**config.mk**
```make
export PLATFORM = sky130hd
export DESIGN_NAME = hcer_top
export DESIGN_NICKNAME = d
export VERILOG_FILES = /design/src/hdl/hcer_pkg.sv /design/src/hdl/hcer_top.sv
export SDC_FILE = /design/constraint.sdc
export NUM_CORES = 1
export LEC_CHECK = 0
export BUFFER_PORTS_ARGS = -buffer_cell sky130_fd_sc_hd__buf_2
export CAP_MARGIN = 5
export CORE_MARGIN = 4
export CORE_UTILIZATION = 60
export DETAILED_ROUTE_END_ITERATION = 6
export GPL_ROUTABILITY_DRIVEN = 1
export PLACE_DENSITY_LB_ADDON = 0.1
export SLEW_MARGIN = 20
export SYNTH_ARGS = -nofsm -noshare
export SYNTH_HDL_FRONTEND = slang
export SYNTH_SLANG_ARGS = --single-unit
```
**constraint.sdc**
```tcl
create_clock -name aclk -period 6.4 [get_ports aclk]
set_input_delay 0.64 -clock aclk [delete_from_list [all_inputs] [get_ports aclk]]
set_output_delay 0.64 -clock aclk [all_outputs]
set_load 0.005 [all_outputs]
```
**src/hdl/hcer_pkg.sv**
```systemverilog
// Package: register map, field layout, event codes and carriers for the reporter
package hcer_pkg;

	localparam logic [7:0] REG_CTRL   = 8'h00;
	localparam logic [7:0] REG_CMD    = 8'h04;
	localparam logic [7:0] REG_STATUS = 8'h08;
	localparam logic [7:0] REG_IMASK  = 8'h0c;
	localparam logic [7:0] REG_STATE  = 8'h10;

	// Control register field positions
	localparam int CTRL_IDLE_MASK  = 0;
	localparam int CTRL_OOF_MASK   = 1;
	localparam int CTRL_UP_MASK    = 2;
	localparam int CTRL_DOWN_MASK  = 3;
	localparam int CTRL_FILT_MASK  = 4;
	localparam int CTRL_BUF_MASK   = 5;
	localparam int CTRL_SIG_MODE   = 6;
	localparam int CTRL_WIDTH      = 7;
	localparam int CMD_REACTIVATE  = 0;

	localparam logic [6:0] CTRL_RESET  = 7'h00;
	localparam logic [7:0] IMASK_RESET = 8'h00;

	// Octet patterns, first received bit in bit 0
	localparam logic [7:0] IDLE_OCTET  = 8'h7e;
	localparam logic [7:0] ABORT_OCTET = 8'hfe;

	localparam int GOOD_RUN        = 256;
	localparam int REPEAT_MIN_LEN  = 3;
	localparam int REPEAT_MAX_LEN  = 5;
	localparam int ABORT_RUN_BITS  = 16;

	localparam logic [1:0] RESP_OKAY   = 2'b00;
	localparam logic [1:0] RESP_SLVERR = 2'b10;

	// Event indices: also the bit positions of status and mask registers
	typedef enum logic [2:0] {
		EV_ABORT_ONSET, EV_IDLE_ONSET, EV_FRAME_REGAINED, EV_MON_UP,
		EV_MON_DOWN, EV_REPEAT_FILTERED, EV_OWN_UNDERFLOW, EV_FIFO_UNDERRUN
	} hcer_event_t;

	localparam int NUM_EVENTS = 8;

	// Descriptor handed to the interrupt queue writer
	typedef struct packed {
		logic        is_error;
		logic        dir;
		hcer_event_t code;
	} hcer_desc_t;

	// Per-message error flags from the receive bit-level processor
	typedef struct packed {
		logic short_msg;
		logic align_err;
		logic check_err;
		logic octet_count_err;
	} hcer_rx_err_t;

endpackage

```
**src/hdl/hcer_top.sv**
```systemverilog
// Event and error reporter for one HDLC channel, AXI4-Lite register slave
//
// Operation
// - Fill-to-abort change queues abort-onset event
// - Abort-to-fill change queues idle-onset event
// - Out-of-frame to in-frame queues recovery event
// - Signalling errors raise monitor counter, queue event
// - 256 clean messages lower monitor counter once
// - Each monitor decrement queues a down event
// - Clean repeat of 3-5 octet message detected
// - Filtered repeat dropped, filter event queued
// - Non-final buffer then host-owned next: underflow
// - Ownership underflow queues error, direction one
// - Underflow aborts channel, sends ones pattern
// - Ownership underflow: no status write, polling stops
// - FIFO empty while sending and owning: under-run
// - Under-run queues error, aborts, stops polling
// - Under-run leaves buffer status unwritten
`timescale 1ns/10ps
module hcer_top #(
	parameter int MON_WIDTH = 8
) (
	input  wire logic                  aclk,
	input  wire logic                  aresetn,
	input  wire logic [7:0]            s_axi_awaddr,
	input  wire logic                  s_axi_awvalid,
	output logic                       s_axi_awready,
	input  wire logic [31:0]           s_axi_wdata,
	input  wire logic [3:0]            s_axi_wstrb,
	input  wire logic                  s_axi_wvalid,
	output logic                       s_axi_wready,
	output logic [1:0]                 s_axi_bresp,
	output logic                       s_axi_bvalid,
	input  wire logic                  s_axi_bready,
	input  wire logic [7:0]            s_axi_araddr,
	input  wire logic                  s_axi_arvalid,
	output logic                       s_axi_arready,
	output logic [31:0]                s_axi_rdata,
	output logic [1:0]                 s_axi_rresp,
	output logic                       s_axi_rvalid,
	input  wire logic                  s_axi_rready,
	input  wire logic                  in_frame_pin,
	input  wire logic                  rx_oct_valid,
	input  wire logic [7:0]            rx_oct,
	input  wire logic                  rx_in_msg,
	input  wire logic                  rx_msg_end,
	input  wire hcer_pkg::hcer_rx_err_t rx_msg_err,
	output logic                       rx_msg_drop,
	input  wire logic                  tx_bit_tick,
	input  wire logic                  tx_data_bit,
	input  wire logic                  tx_fifo_empty,
	input  wire logic                  tx_buf_owned,
	input  wire logic                  tx_next_req,
	input  wire logic                  tx_cur_eom,
	input  wire logic                  tx_next_owned,
	output logic                       tx_line_bit,
	output logic                       tx_aborted,
	output logic                       tx_poll_en,
	output logic                       tx_status_wr_en,
	output logic                       evt_valid,
	input  wire logic                  evt_ready,
	output hcer_pkg::hcer_desc_t       evt_desc,
	output logic                       irq
);

	localparam int NE = hcer_pkg::NUM_EVENTS;

	// Refused at elaboration: the state word has room for 16 monitor bits
	if (MON_WIDTH < 2 || MON_WIDTH > 16) begin : g_bad_width
		$error("MON_WIDTH must lie between 2 and 16");
	end

	////////////////////////////////////////////////////////////////////////
	// Register bus

	logic [6:0]         ctrl_q;
	logic [NE-1:0]      status_q;
	logic [NE-1:0]      imask_q;
	logic               aw_held_q;
	logic               w_held_q;
	logic [7:0]         awaddr_q;
	logic [31:0]        wdata_q;
	logic [3:0]         wstrb_q;
	logic               wr_fire;
	logic               reactivate;
	logic [NE-1:0]      status_clr;
	logic [NE-1:0]      ev;
	logic [31:0]        rd_word;
	logic               rd_hit;
	logic               in_frame_s1_q;
	logic               in_frame_s2_q;
	logic               in_frame_q;
	logic [MON_WIDTH-1:0] mon_q;
	logic               aborted_q;
	logic               idle_seen_q;
	logic               abort_seen_q;

	assign s_axi_awready = !aw_held_q && !s_axi_bvalid;
	assign s_axi_wready  = !w_held_q && !s_axi_bvalid;
	assign wr_fire       = aw_held_q && w_held_q && !s_axi_bvalid;

	always_ff @(posedge aclk) begin
		if (!aresetn) begin
			aw_held_q <= 1'b0;
			w_held_q  <= 1'b0;
			awaddr_q  <= 8'h00;
			wdata_q   <= 32'h0000_0000;
			wstrb_q   <= 4'h0;
		end else begin
			if (s_axi_awvalid && s_axi_awready) begin
				aw_held_q <= 1'b1;
				awaddr_q  <= s_axi_awaddr;
			end else if (wr_fire) begin
				aw_held_q <= 1'b0;
			end
			if (s_axi_wvalid && s_axi_wready) begin
				w_held_q <= 1'b1;
				wdata_q  <= s_axi_wdata;
				wstrb_q  <= s_axi_wstrb;
			end else if (wr_fire) begin
				w_held_q <= 1'b0;
			end
		end
	end

	always_ff @(posedge aclk) begin
		if (!aresetn) begin
			s_axi_bvalid <= 1'b0;
			s_axi_bresp  <= hcer_pkg::RESP_OKAY;
		end else if (wr_fire) begin
			s_axi_bvalid <= 1'b1;
			if (awaddr_q == hcer_pkg::REG_CTRL ||
			    awaddr_q == hcer_pkg::REG_CMD ||
			    awaddr_q == hcer_pkg::REG_STATUS ||
			    awaddr_q == hcer_pkg::REG_IMASK ||
			    awaddr_q == hcer_pkg::REG_STATE)
				s_axi_bresp <= hcer_pkg::RESP_OKAY;
			else
				s_axi_bresp <= hcer_pkg::RESP_SLVERR;
		end else if (s_axi_bready) begin
			s_axi_bvalid <= 1'b0;
		end
	end

	always_ff @(posedge aclk) begin
		if (!aresetn) begin
			ctrl_q  <= hcer_pkg::CTRL_RESET;
			imask_q <= hcer_pkg::IMASK_RESET;
		end else if (wr_fire && wstrb_q[0]) begin
			if (awaddr_q == hcer_pkg::REG_CTRL)
				ctrl_q <= wdata_q[6:0];
			else if (awaddr_q == hcer_pkg::REG_IMASK)
				imask_q <= wdata_q[7:0];
		end
	end

	assign reactivate = wr_fire && wstrb_q[0] &&
		awaddr_q == hcer_pkg::REG_CMD &&
		wdata_q[hcer_pkg::CMD_REACTIVATE];
	assign status_clr = (wr_fire && wstrb_q[0] &&
		awaddr_q == hcer_pkg::REG_STATUS) ? wdata_q[7:0] : 8'h00;

	// A new event wins over a clear in the same cycle
	always_ff @(posedge aclk) begin
		if (!aresetn)
			status_q <= 8'h00;
		else
			status_q <= (status_q & ~status_clr) | ev;
	end

	assign irq = |(status_q & imask_q);

	always_comb begin
		rd_word = 32'h0000_0000;
		rd_hit  = 1'b1;
		if (s_axi_araddr == hcer_pkg::REG_CTRL)
			rd_word[6:0] = ctrl_q;
		else if (s_axi_araddr == hcer_pkg::REG_CMD)
			rd_word = 32'h0000_0000;
		else if (s_axi_araddr == hcer_pkg::REG_STATUS)
			rd_word[7:0] = status_q;
		else if (s_axi_araddr == hcer_pkg::REG_IMASK)
			rd_word[7:0] = imask_q;
		else if (s_axi_araddr == hcer_pkg::REG_STATE)
			rd_word = {12'h000, 16'(mon_q), in_frame_q,
				abort_seen_q, idle_seen_q, aborted_q};
		else
			rd_hit = 1'b0;
	end

	assign s_axi_arready = !s_axi_rvalid;

	always_ff @(posedge aclk) begin
		if (!aresetn) begin
			s_axi_rvalid <= 1'b0;
			s_axi_rdata  <= 32'h0000_0000;
			s_axi_rresp  <= hcer_pkg::RESP_OKAY;
		end else if (s_axi_arvalid && s_axi_arready) begin
			s_axi_rvalid <= 1'b1;
			s_axi_rdata  <= rd_word;
			s_axi_rresp  <= rd_hit ? hcer_pkg::RESP_OKAY
				: hcer_pkg::RESP_SLVERR;
		end else if (s_axi_rready) begin
			s_axi_rvalid <= 1'b0;
		end
	end

	////////////////////////////////////////////////////////////////////////
	// Receive line state: fill/abort changes and framing

	logic ev_abort_on;
	logic ev_idle_on;
	logic ev_frame;

	// Only a change between the two fill patterns reports; startup is silent
	assign ev_abort_on = rx_oct_valid && !rx_in_msg && idle_seen_q &&
		rx_oct == hcer_pkg::ABORT_OCTET;
	assign ev_idle_on  = rx_oct_valid && !rx_in_msg && abort_seen_q &&
		rx_oct == hcer_pkg::IDLE_OCTET;

	always_ff @(posedge aclk) begin
		if (!aresetn) begin
			idle_seen_q  <= 1'b0;
			abort_seen_q <= 1'b0;
		end else if (rx_oct_valid && !rx_in_msg) begin
			idle_seen_q  <= rx_oct == hcer_pkg::IDLE_OCTET;
			abort_seen_q <= rx_oct == hcer_pkg::ABORT_OCTET;
		end else if (rx_oct_valid) begin
			idle_seen_q  <= 1'b0;
			abort_seen_q <= 1'b0;
		end
	end

	always_ff @(posedge aclk) begin
		if (!aresetn) begin
			in_frame_s1_q <= 1'b0;
			in_frame_s2_q <= 1'b0;
			in_frame_q    <= 1'b0;
		end else begin
			in_frame_s1_q <= in_frame_pin;
			in_frame_s2_q <= in_frame_s1_q;
			in_frame_q    <= in_frame_s2_q;
		end
	end

	assign ev_frame = in_frame_s2_q && !in_frame_q;

	////////////////////////////////////////////////////////////////////////
	// Signalling-link error monitor and repeat filter

	logic       sig_mode;
	logic       msg_bad;
	logic       msg_good;
	logic [7:0] good_run_q;
	logic       ev_mon_up;
	logic       ev_mon_down;
	logic [7:0] cur_q [hcer_pkg::REPEAT_MAX_LEN];
	logic [7:0] prev_q [hcer_pkg::REPEAT_MAX_LEN];
	logic [2:0] cur_len_q;
	logic [2:0] prev_len_q;
	logic       prev_ok_q;
	logic       same;
	logic       ev_filter;

	assign sig_mode = ctrl_q[hcer_pkg::CTRL_SIG_MODE];
	assign msg_bad  = sig_mode && rx_msg_end && (|rx_msg_err);
	assign msg_good = sig_mode && rx_msg_end && !(|rx_msg_err);
	assign ev_mon_up = msg_bad && !(&mon_q);
	assign ev_mon_down = msg_good &&
		good_run_q == 8'(hcer_pkg::GOOD_RUN - 1) &&
		(|mon_q);

	always_ff @(posedge aclk) begin
		if (!aresetn)
			mon_q <= '0;
		else if (ev_mon_up)
			mon_q <= mon_q + 1'b1;
		else if (ev_mon_down)
			mon_q <= mon_q - 1'b1;
	end

	// Run of clean messages; any errored one restarts it
	always_ff @(posedge aclk) begin
		if (!aresetn || !sig_mode)
			good_run_q <= 8'h00;
		else if (msg_bad)
			good_run_q <= 8'h00;
		else if (msg_good)
			good_run_q <= good_run_q + 8'h01;
	end

	// Only the first five octets are kept; longer messages never match
	always_ff @(posedge aclk) begin
		if (!aresetn) begin
			cur_len_q <= 3'h0;
		end else if (rx_msg_end) begin
			cur_len_q <= 3'h0;
		end else if (rx_oct_valid && rx_in_msg) begin
			if (cur_len_q < 3'(hcer_pkg::REPEAT_MAX_LEN))
				cur_q[cur_len_q] <= rx_oct;
			if (cur_len_q <= 3'(hcer_pkg::REPEAT_MAX_LEN))
				cur_len_q <= cur_len_q + 3'h1;
		end
	end

	always_comb begin
		same = prev_ok_q && cur_len_q == prev_len_q &&
			cur_len_q >= 3'(hcer_pkg::REPEAT_MIN_LEN) &&
			cur_len_q <= 3'(hcer_pkg::REPEAT_MAX_LEN);
		for (int i = 0; i < hcer_pkg::REPEAT_MAX_LEN; i++)
			if (3'(i) < cur_len_q && cur_q[i] != prev_q[i])
				same = 1'b0;
	end

	assign ev_filter = msg_good && same;

	always_ff @(posedge aclk) begin
		if (!aresetn || !sig_mode) begin
			prev_ok_q  <= 1'b0;
			prev_len_q <= 3'h0;
		end else if (msg_good) begin
			prev_ok_q  <= 1'b1;
			prev_len_q <= cur_len_q;
			prev_q     <= cur_q;
		end
	end

	always_ff @(posedge aclk) begin
		if (!aresetn)
			rx_msg_drop <= 1'b0;
		else
			rx_msg_drop <= ev_filter;
	end

	////////////////////////////////////////////////////////////////////////
	// Transmit underflow handling

	logic ev_own;
	logic ev_fifo;

	assign ev_own  = !aborted_q && tx_next_req && !tx_cur_eom &&
		!tx_next_owned;
	assign ev_fifo = !aborted_q && tx_bit_tick && tx_fifo_empty &&
		tx_buf_owned;

	// Stays aborted until software reactivates the channel
	always_ff @(posedge aclk) begin
		if (!aresetn)
			aborted_q <= 1'b0;
		else if (ev_own || ev_fifo)
			aborted_q <= 1'b1;
		else if (reactivate)
			aborted_q <= 1'b0;
	end

	// Abort pattern is an unbroken run of ones for as long as the channel stays aborted
	always_ff @(posedge aclk) begin
		if (!aresetn)
			tx_line_bit <= 1'b1;
		else if (tx_bit_tick)
			tx_line_bit <= aborted_q || ev_own || ev_fifo ||
				tx_data_bit;
	end

	assign tx_aborted      = aborted_q;
	assign tx_poll_en      = !aborted_q;
	assign tx_status_wr_en = !aborted_q;

	////////////////////////////////////////////////////////////////////////
	// Event queue: pending bits issued lowest index first

	logic [NE-1:0] qmask;
	logic [NE-1:0] pend_q;
	logic [NE-1:0] pick;
	logic [2:0]    pick_idx;
	logic          pick_err;

	assign ev = {ev_fifo, ev_own, ev_filter, ev_mon_down, ev_mon_up,
		ev_frame, ev_idle_on, ev_abort_on};
	assign qmask = {
		{2{ctrl_q[hcer_pkg::CTRL_BUF_MASK]}},
		ctrl_q[hcer_pkg::CTRL_FILT_MASK],
		ctrl_q[hcer_pkg::CTRL_DOWN_MASK],
		ctrl_q[hcer_pkg::CTRL_UP_MASK],
		ctrl_q[hcer_pkg::CTRL_OOF_MASK],
		{2{ctrl_q[hcer_pkg::CTRL_IDLE_MASK]}}};

	always_comb begin
		pick     = '0;
		pick_idx = 3'h0;
		for (int i = NE - 1; i >= 0; i--)
			if (pend_q[i]) begin
				pick     = '0;
				pick[i]  = 1'b1;
				pick_idx = 3'(i);
			end
	end

	// New events of the same kind merge into the pending one
	always_ff @(posedge aclk) begin
		if (!aresetn)
			pend_q <= '0;
		else
			pend_q <= (pend_q & ~((evt_valid && evt_ready) ? pick : '0))
				| (ev & ~qmask);
	end

	assign evt_valid         = |pend_q;
	assign pick_err = pick_idx >= 3'(hcer_pkg::EV_OWN_UNDERFLOW);
	assign evt_desc = '{is_error: pick_err, dir: pick_err,
		code: hcer_pkg::hcer_event_t'(pick_idx)};

	////////////////////////////////////////////////////////////////////////
	// Checks

	AST_ABORT_EVT: assert property (@(posedge aclk) disable iff (!aresetn)
		ev_abort_on && !ctrl_q[0] |=> pend_q[0])
		else $error("abort onset not queued");
	AST_IDLE_EVT: assert property (@(posedge aclk) disable iff (!aresetn)
		ev_idle_on && !ctrl_q[0] |=> pend_q[1])
		else $error("idle onset not queued");
	AST_FRAME_EVT: assert property (@(posedge aclk) disable iff (!aresetn)
		$rose(in_frame_s2_q) && !ctrl_q[hcer_pkg::CTRL_OOF_MASK] |=>
		pend_q[hcer_pkg::EV_FRAME_REGAINED])
		else $error("frame recovery missed");
	AST_MON_UP: assert property (@(posedge aclk) disable iff (!aresetn)
		msg_bad && !(&mon_q) |=> mon_q == $past(mon_q) + 1'b1)
		else $error("monitor did not count up");
	AST_MON_DOWN: assert property (@(posedge aclk) disable iff (!aresetn)
		ev_mon_down |=> mon_q == $past(mon_q) - 1'b1 && good_run_q == 8'h00)
		else $error("monitor did not count down");
	AST_FILTER_DROP: assert property (@(posedge aclk) disable iff (!aresetn)
		ev_filter |=> rx_msg_drop ##1 !rx_msg_drop || ev_filter)
		else $error("repeat not dropped");
	AST_OWN_ABORT: assert property (@(posedge aclk) disable iff (!aresetn)
		ev_own |=> aborted_q && !tx_poll_en && !tx_status_wr_en)
		else $error("ownership underflow not aborted");
	AST_FIFO_ABORT: assert property (@(posedge aclk) disable iff (!aresetn)
		ev_fifo && !ctrl_q[5] |=> aborted_q && pend_q[7])
		else $error("under-run not handled");
	AST_HOLD_ABORT: assert property (@(posedge aclk) disable iff (!aresetn)
		aborted_q && !reactivate |=> aborted_q)
		else $error("abort released without reactivation");
	AST_ONES: assert property (@(posedge aclk) disable iff (!aresetn)
		aborted_q && tx_bit_tick |=> tx_line_bit)
		else $error("abort pattern broken");

	COV_FILTER: cover property (@(posedge aclk) disable iff (!aresetn)
		ev_filter);
	COV_MON_DOWN: cover property (@(posedge aclk) disable iff (!aresetn)
		ev_mon_down);
	COV_REACT: cover property (@(posedge aclk) disable iff (!aresetn)
		aborted_q ##1 reactivate ##1 !aborted_q);

endmodule

```
==> impl_metrics.ini, run 1 <==
[power_and_ir_drop]
leakagePower_uw = 0.003290
powerDensity_nw_per_um2 = 283.8
vdd_drop_max_mv = 0.1656

[yosys]
synth_edf_count = 80
syn_area_um2 = 7457
syn_area_per_cell_um2 = 10.52
async_reset_ff_share_pct = 0
ys.flop_type = dfxtp_1
yosys-top-cells-count = dfxtp_1, nand2_1, edfxtp_1
syn_inst = 709
synth-seq-area-share_pct = 58.26
synth-seq-cells = 177
yosys-top-cells-area = edfxtp_1, dfxtp_1, a21oi_1
yosysUniqueCellTypes = 57
yosys_warnings = 0
synth.most_common_cell = dfxtp_1
synth_top_area_cell = edfxtp_1
yosysTopAreaCellShare_pct = 32.21

[worst_setup_path]
cp-start-kind = input pin
r2r_cells = 11
crit_path_end_kind = register
cp-startpoint = rx_msg_err[1]
r2r_slack_ns = 3.72
path_max_fanout = 17
reg2reg_to = mon_q[7]
r2r_start = ctrl_q[6]
crit_required_ns = 6.75
crit_type = in -> reg
crit_end = mon_q[7]
worst_ep_arrival_time_ns = 3.29

[route]
drt_iter0_drc = 435
vias = 5377
drt_wl_total_um = 15880
post_drt_via_cell_ratio = 5.526
drc_errors = 0
dr.pass1.iters = 5
postRouteAntennaNets = 0
routedWlPerCell_um = 16.32

[cts]
cts_resized = 0
cts_tree = built
htreeDepth = 4
root_buffer = clkbuf_16
cts_hold_buffers = 0
clk_path_buf_depth = 2
cts_buffers = 17
path_clk_slew_ns = 0.06
cts_setup_buffers = 0
clk_latency_ns = 0.42
cts_sinks = 177

[sta]
hold_viol = 0
finalCritPeriodShare_pct = 45.99
finalSetupViolations = 0
finalSetupTns_ns = 0
period_needed_ns = 2.943
slew_viol_final = 0
fmax_ghz = 0.3398
final.setup_skew_ns = 0.005296
rsz0062_at_grt = no
tightest_slew_ns = 1.088
relSlewSlack_pct = 27.45

[flow_run]
cap_violations = 0

[cells_and_area]
n_antenna_cell = 0
finalInstanceArea_um2 = 8594
n_fill_cell = 936
area_growth_pct = 15.25
drive_gt1_share_pct = 15.90
fin_nets = 885
multiInputGateArea_um2 = 2867
seq_area_um2 = 4344

[global_route]
grt_pass1_vias = 5191
grt_max_degree = 66
grt_pass1_wl_um = 25980
grtUsageTotal_pct = 22.86
overflow = 0
antenna_found_initial = 0

[floorplan]
initial_utilization_pct = 61.57
num_rows = 40
core_area_um2 = 12110
die_width_um = 119.5
die_h_um = 119.5
dieArea_um2 = 14280
ios = 136

[placed_design]
dpl_cell_area_um2 = 7930
gp_congestion = 0.9005
dp_hpwl_um = 11210
io_buffer_count = 86

[worst_hold_path]
hp-class = in -> reg

[run_status]
status = finished, final reports clean
final cells by class:
| type | instances | area share [%] |
|---|---|---|
| multi-input cells | 488 | 33.35 |
| flip-flops and latches | 177 | 50.55 |
| clock buffers | 23 | 5.809 |
| repair buffers | 89 | 5.270 |
| inverters | 19 | 0.8298 |
| well taps | 168 | 2.446 |
| clock inverters | 9 | 1.747 |
placed cells by master, fill, tap and decap left out, drive strengths merged, types with 14 or more instances in the layout:
cell type,count
dfxtp,97
nand2,89
buf,89
edfxtp,80
a21oi,69
nor2,58
xnor2,31
o21ai,30
clkbuf,23
xor2,22
conb,22
inv,19
mux2i,16
nand4,14
nor3,14
cell families after synthesis:
family	count (synthesis)	synth area share [%]
fa+ha+maj	10	1.779
simple gates	246	15.81
xor+xnor	53	6.225
compound gates	141	11.17
buf+inv	65	4.564
flops	177	58.25
mux	16	2.148
other cells	1	0.05029
metal layers:
layer	wire length, um	global-route usage [%]
met3	730	4.084
met5	0	0
met1	6833	29.38
met4	283	7.230
met2	8029	39.37
worst max-delay path, stage by stage:
cell and delay, ns:
buf_2 0.10, or4_4 0.56, nor2b_1 0.17, o21ai_0 0.08
buf_4 0.26, ha_1 0.26, a21o_1 0.17, a21oi_1 0.26
o211ai_1 0.17, a2111oi_0 0.43, a31oi_1 0.08, o211ai_1 0.10
registers in the layout, summed over array words and instances, names as in the netlist, 3 cells and up:
| signal | cells |
|---|---|
| mon_q | 8 |
| pend_q | 8 |
| prev_len_q | 3 |
| cur_q | 40 |
| awaddr_q | 8 |
| status_q | 8 |
| ctrl_q | 7 |
| cur_len_q | 3 |
| s_axi_rdata | 12 |
| good_run_q | 8 |
| prev_q | 40 |
| imask_q | 8 |
| wdata_q | 8 |
through the flow:
| step | power, uW | utilization [%] | instances | setup WS [ns] | hold slack, ns |
|---|---|---|---|---|---|
| 2_1_floorplan | 1302 | - | 730 | 3.140 | 0.4119 |
| 3_3_place_gp | 1341 | 65.48 | 941 | 3.109 | 0.4221 |
| 3_5_place_dp | 1344 | 65.48 | 941 | 3.073 | 0.4447 |
| 4_1_cts | 2449 | 70.84 | 973 | 3.492 | 0.3871 |
| 5_1_grt | 2518 | 70.96 | 973 | 3.184 | 0.4017 |
| 6_report | 2439 | 70.96 | 973 | 3.457 | 0.3938 |
report_power, final:
group	switching (uW)	total [uW]	internal [uW]	leakage [uW]
Combinational	66.7	108	41.8	0.00148
Clock	413	1120	706	0.000306
Sequential	18.0	1210	1190	0.00151
worst min-delay path by stage:
stage                        startpoint            end  slack [ns]  cells past startpoint
after global placement    in_frame_s1_q  in_frame_s2_q        0.42                      1
after global routing       s_axi_rready   s_axi_rvalid        0.40                      2
final                      s_axi_rready   s_axi_rvalid        0.39                      2
after CTS                  s_axi_rready   s_axi_rvalid        0.39                      2
after floorplan           in_frame_s1_q  in_frame_s2_q        0.41                      1
after detailed placement  in_frame_s1_q  in_frame_s2_q        0.44                      1
Power figures use the tool's default switching activity.
==> inputs of run 2 (changes only) <==
--- a/config.mk
+++ b/config.mk
@@ -8,7 +8,7 @@
 export BUFFER_PORTS_ARGS = -buffer_cell sky130_fd_sc_hd__buf_2
 export CAP_MARGIN = 5
 export CORE_MARGIN = 4
-export CORE_UTILIZATION = 60
+export CORE_UTILIZATION = 50
 export DETAILED_ROUTE_END_ITERATION = 6
 export GPL_ROUTABILITY_DRIVEN = 1
 export PLACE_DENSITY_LB_ADDON = 0.1
==> constraint.sdc (replaced) <==
create_clock -name aclk -period 2.7 [get_ports aclk]
set_input_delay 0.27 -clock aclk [delete_from_list [all_inputs] [get_ports aclk]]
set_output_delay 0.27 -clock aclk [all_outputs]
set_load 0.005 [all_outputs]
==> impl_metrics.ini, run 2 (same netlist as run 1, synthesis figures left out) <==
[sta]
finalCritPeriodShare_pct = 89.58
finalWorstSetupSlack_ns = 0.2813
final.setup_skew_ns = 0.006169
hold_viol = 0
relSlewSlack_pct = 47.11
finalSetupTns_ns = 0
fmax_ghz = 0.4134
period_needed_ns = 2.419
rsz0062_at_grt = no
slew_viol_final = 0
tightest_slew_ns = 0.7917
finalSetupViolations = 0

[power_and_ir_drop]
vdd_drop_max_mv = 0.4138
switchingPower_uw = 1137
p_int_uw = 4437
power_frac_seq_pct = 51.6
leakagePower_uw = 0.003369
clock_power_share_pct = 43.7
pwr-share-comb_pct = 4.7
powerDensity_nw_per_um2 = 640.9
swShare_pct = 20.39

[floorplan]
die_h_um = 130.1
initial_utilization_pct = 51.11
ios = 136
core_area_um2 = 14590
num_rows = 44
dieArea_um2 = 16930
die_width_um = 130.1

[global_route]
gr-usage-met1_pct = 25.31
grt_max_degree = 53
antenna_found_initial = 0
grtUsageTotal_pct = 20.01
grt_pass1_vias = 5317
grtUsageMet2_pct = 33.98
grt_pass1_wl_um = 26420
overflow = 0
grt_use_met3_pct = 4.421
grt-busiest-layer = met2

[cts]
cts_tree = built
cts_sinks = 177
path_clk_slew_ns = 0.06
root_buffer = clkbuf_16
htreeDepth = 4
clk_latency_ns = 0.42
cts_buffers = 17
clk_path_buf_depth = 2

[route]
post_drt_via_cell_ratio = 5.386
dr.pass1.iters = 4
drt_iter0_drc = 403
vias = 5429
routedWlPerCell_um = 16.21
drc_errors = 0
drt_wl_total_um = 16340
postRouteAntennaNets = 0

[worst_hold_path]
worstHoldStart = s_axi_rready
hp-class = in -> reg

[worst_setup_path]
crit_slowest_cell = dfxtp_1
worst_ep_arrival_time_ns = 2.76
crit_required_ns = 3.04
r2r_start = mon_q[0]
slowest_delay_ns = 0.48
path_max_fanout = 13
r2r_slack_ns = 0.28
cp_cell_sequence = nand4_1, o21ai_1, buf_4, ha_1, nor3_1, nor2_1, a2111oi_0, a31oi_1, o211ai_1
cp-start-kind = register
cp-startpoint = mon_q[0]
crit_type = reg -> reg
crit_path_end_kind = register

[cells_and_area]
drive_gt1_share_pct = 17.48
final_core_util_pct = 59.61
final_common_cell = dfxtp_1
top_regs = cur_q: 40 flops, prev_q: 40 flops, s_axi_rdata: 12 flops
n_antenna_cell = 0
fin_nets = 904
area_growth_pct = 16.61
final_cell_mix = dfxtp_1, nand2_1, buf_2

[placed_design]
io_buffer_count = 86
post-place-ws_ns = -0.05542
gp_congestion = 0.8977
dp_hpwl_um = 11930

[flow_run]
cap_violations = 0

[run_status]
status = finished, final reports clean
run 2: final cells by class:
type / count / area [um2]
flip-flops and latches: 177 / 4344
inverters: 19 / 71.32
well taps: 184 / 230.2
fillers: 1241 / 5893
multi-input cells: 488 / 2855
repair buffers: 108 / 608.1
clock inverters: 7 / 110.1
clock buffers: 25 / 476.7
run 2: power groups by stage:
stage / registers, uW / clock network, uW / logic [uW]
2_1_floorplan: 2920 / 0 / 171
3_3_place_gp: 2930 / 0 / 258
3_5_place_dp: 2930 / 0 / 263
4_1_cts: 2870 / 2490 / 264
5_1_grt: 2880 / 2600 / 297
6_report: 2870 / 2440 / 262
run 2: final timing paths:
check                       end  cells after the start
setup / recovery       mon_q[7]                      9
hold / removal     s_axi_rvalid                      2
setup reg to reg       mon_q[7]                      9
hold reg to reg   in_frame_s2_q                      1
run 2: repair_timing:
| action | 4_1_cts | 5_1_grt |
|---|---|---|
| setup buffers | 0 | 0 |
| setup endpoints to repair | 0 | 1 |
| resized for setup | 0 | 1 |
| hold buffers | 0 | 0 |
run 2: critical path, delay by kind of cell (launching register included):
kind	cells	cell delay, ns
and+or+nand+nor	3	0.40
adders and majority gates	1	0.27
AOI/OAI and AO/OA	4	0.91
DFF	1	0.48
buffers and inverters	1	0.26
run 2: stage by stage:
step / power (uW) / hold WS, ns / std cells / area, um2
2_1_floorplan: 3087 / 0.3689 / 730 / 7537
3_3_place_gp: 3187 / 0.4205 / 976 / 8105
3_5_place_dp: 3194 / 0.4333 / 976 / 8105
4_1_cts: 5630 / 0.01409 / 1008 / 8692
5_1_grt: 5777 / 0.01870 / 1008 / 8696
6_report: 5573 / 0.02792 / 1008 / 8696
run 2: metal layers:
| metal | part of all wire (%) | wire (um) |
|---|---|---|
| met2 | 49 | 8001 |
| met3 | 5.5 | 895 |
| met4 | 1.9 | 314 |
| met5 | 0 | 0 |
| met1 | 44 | 7129 |
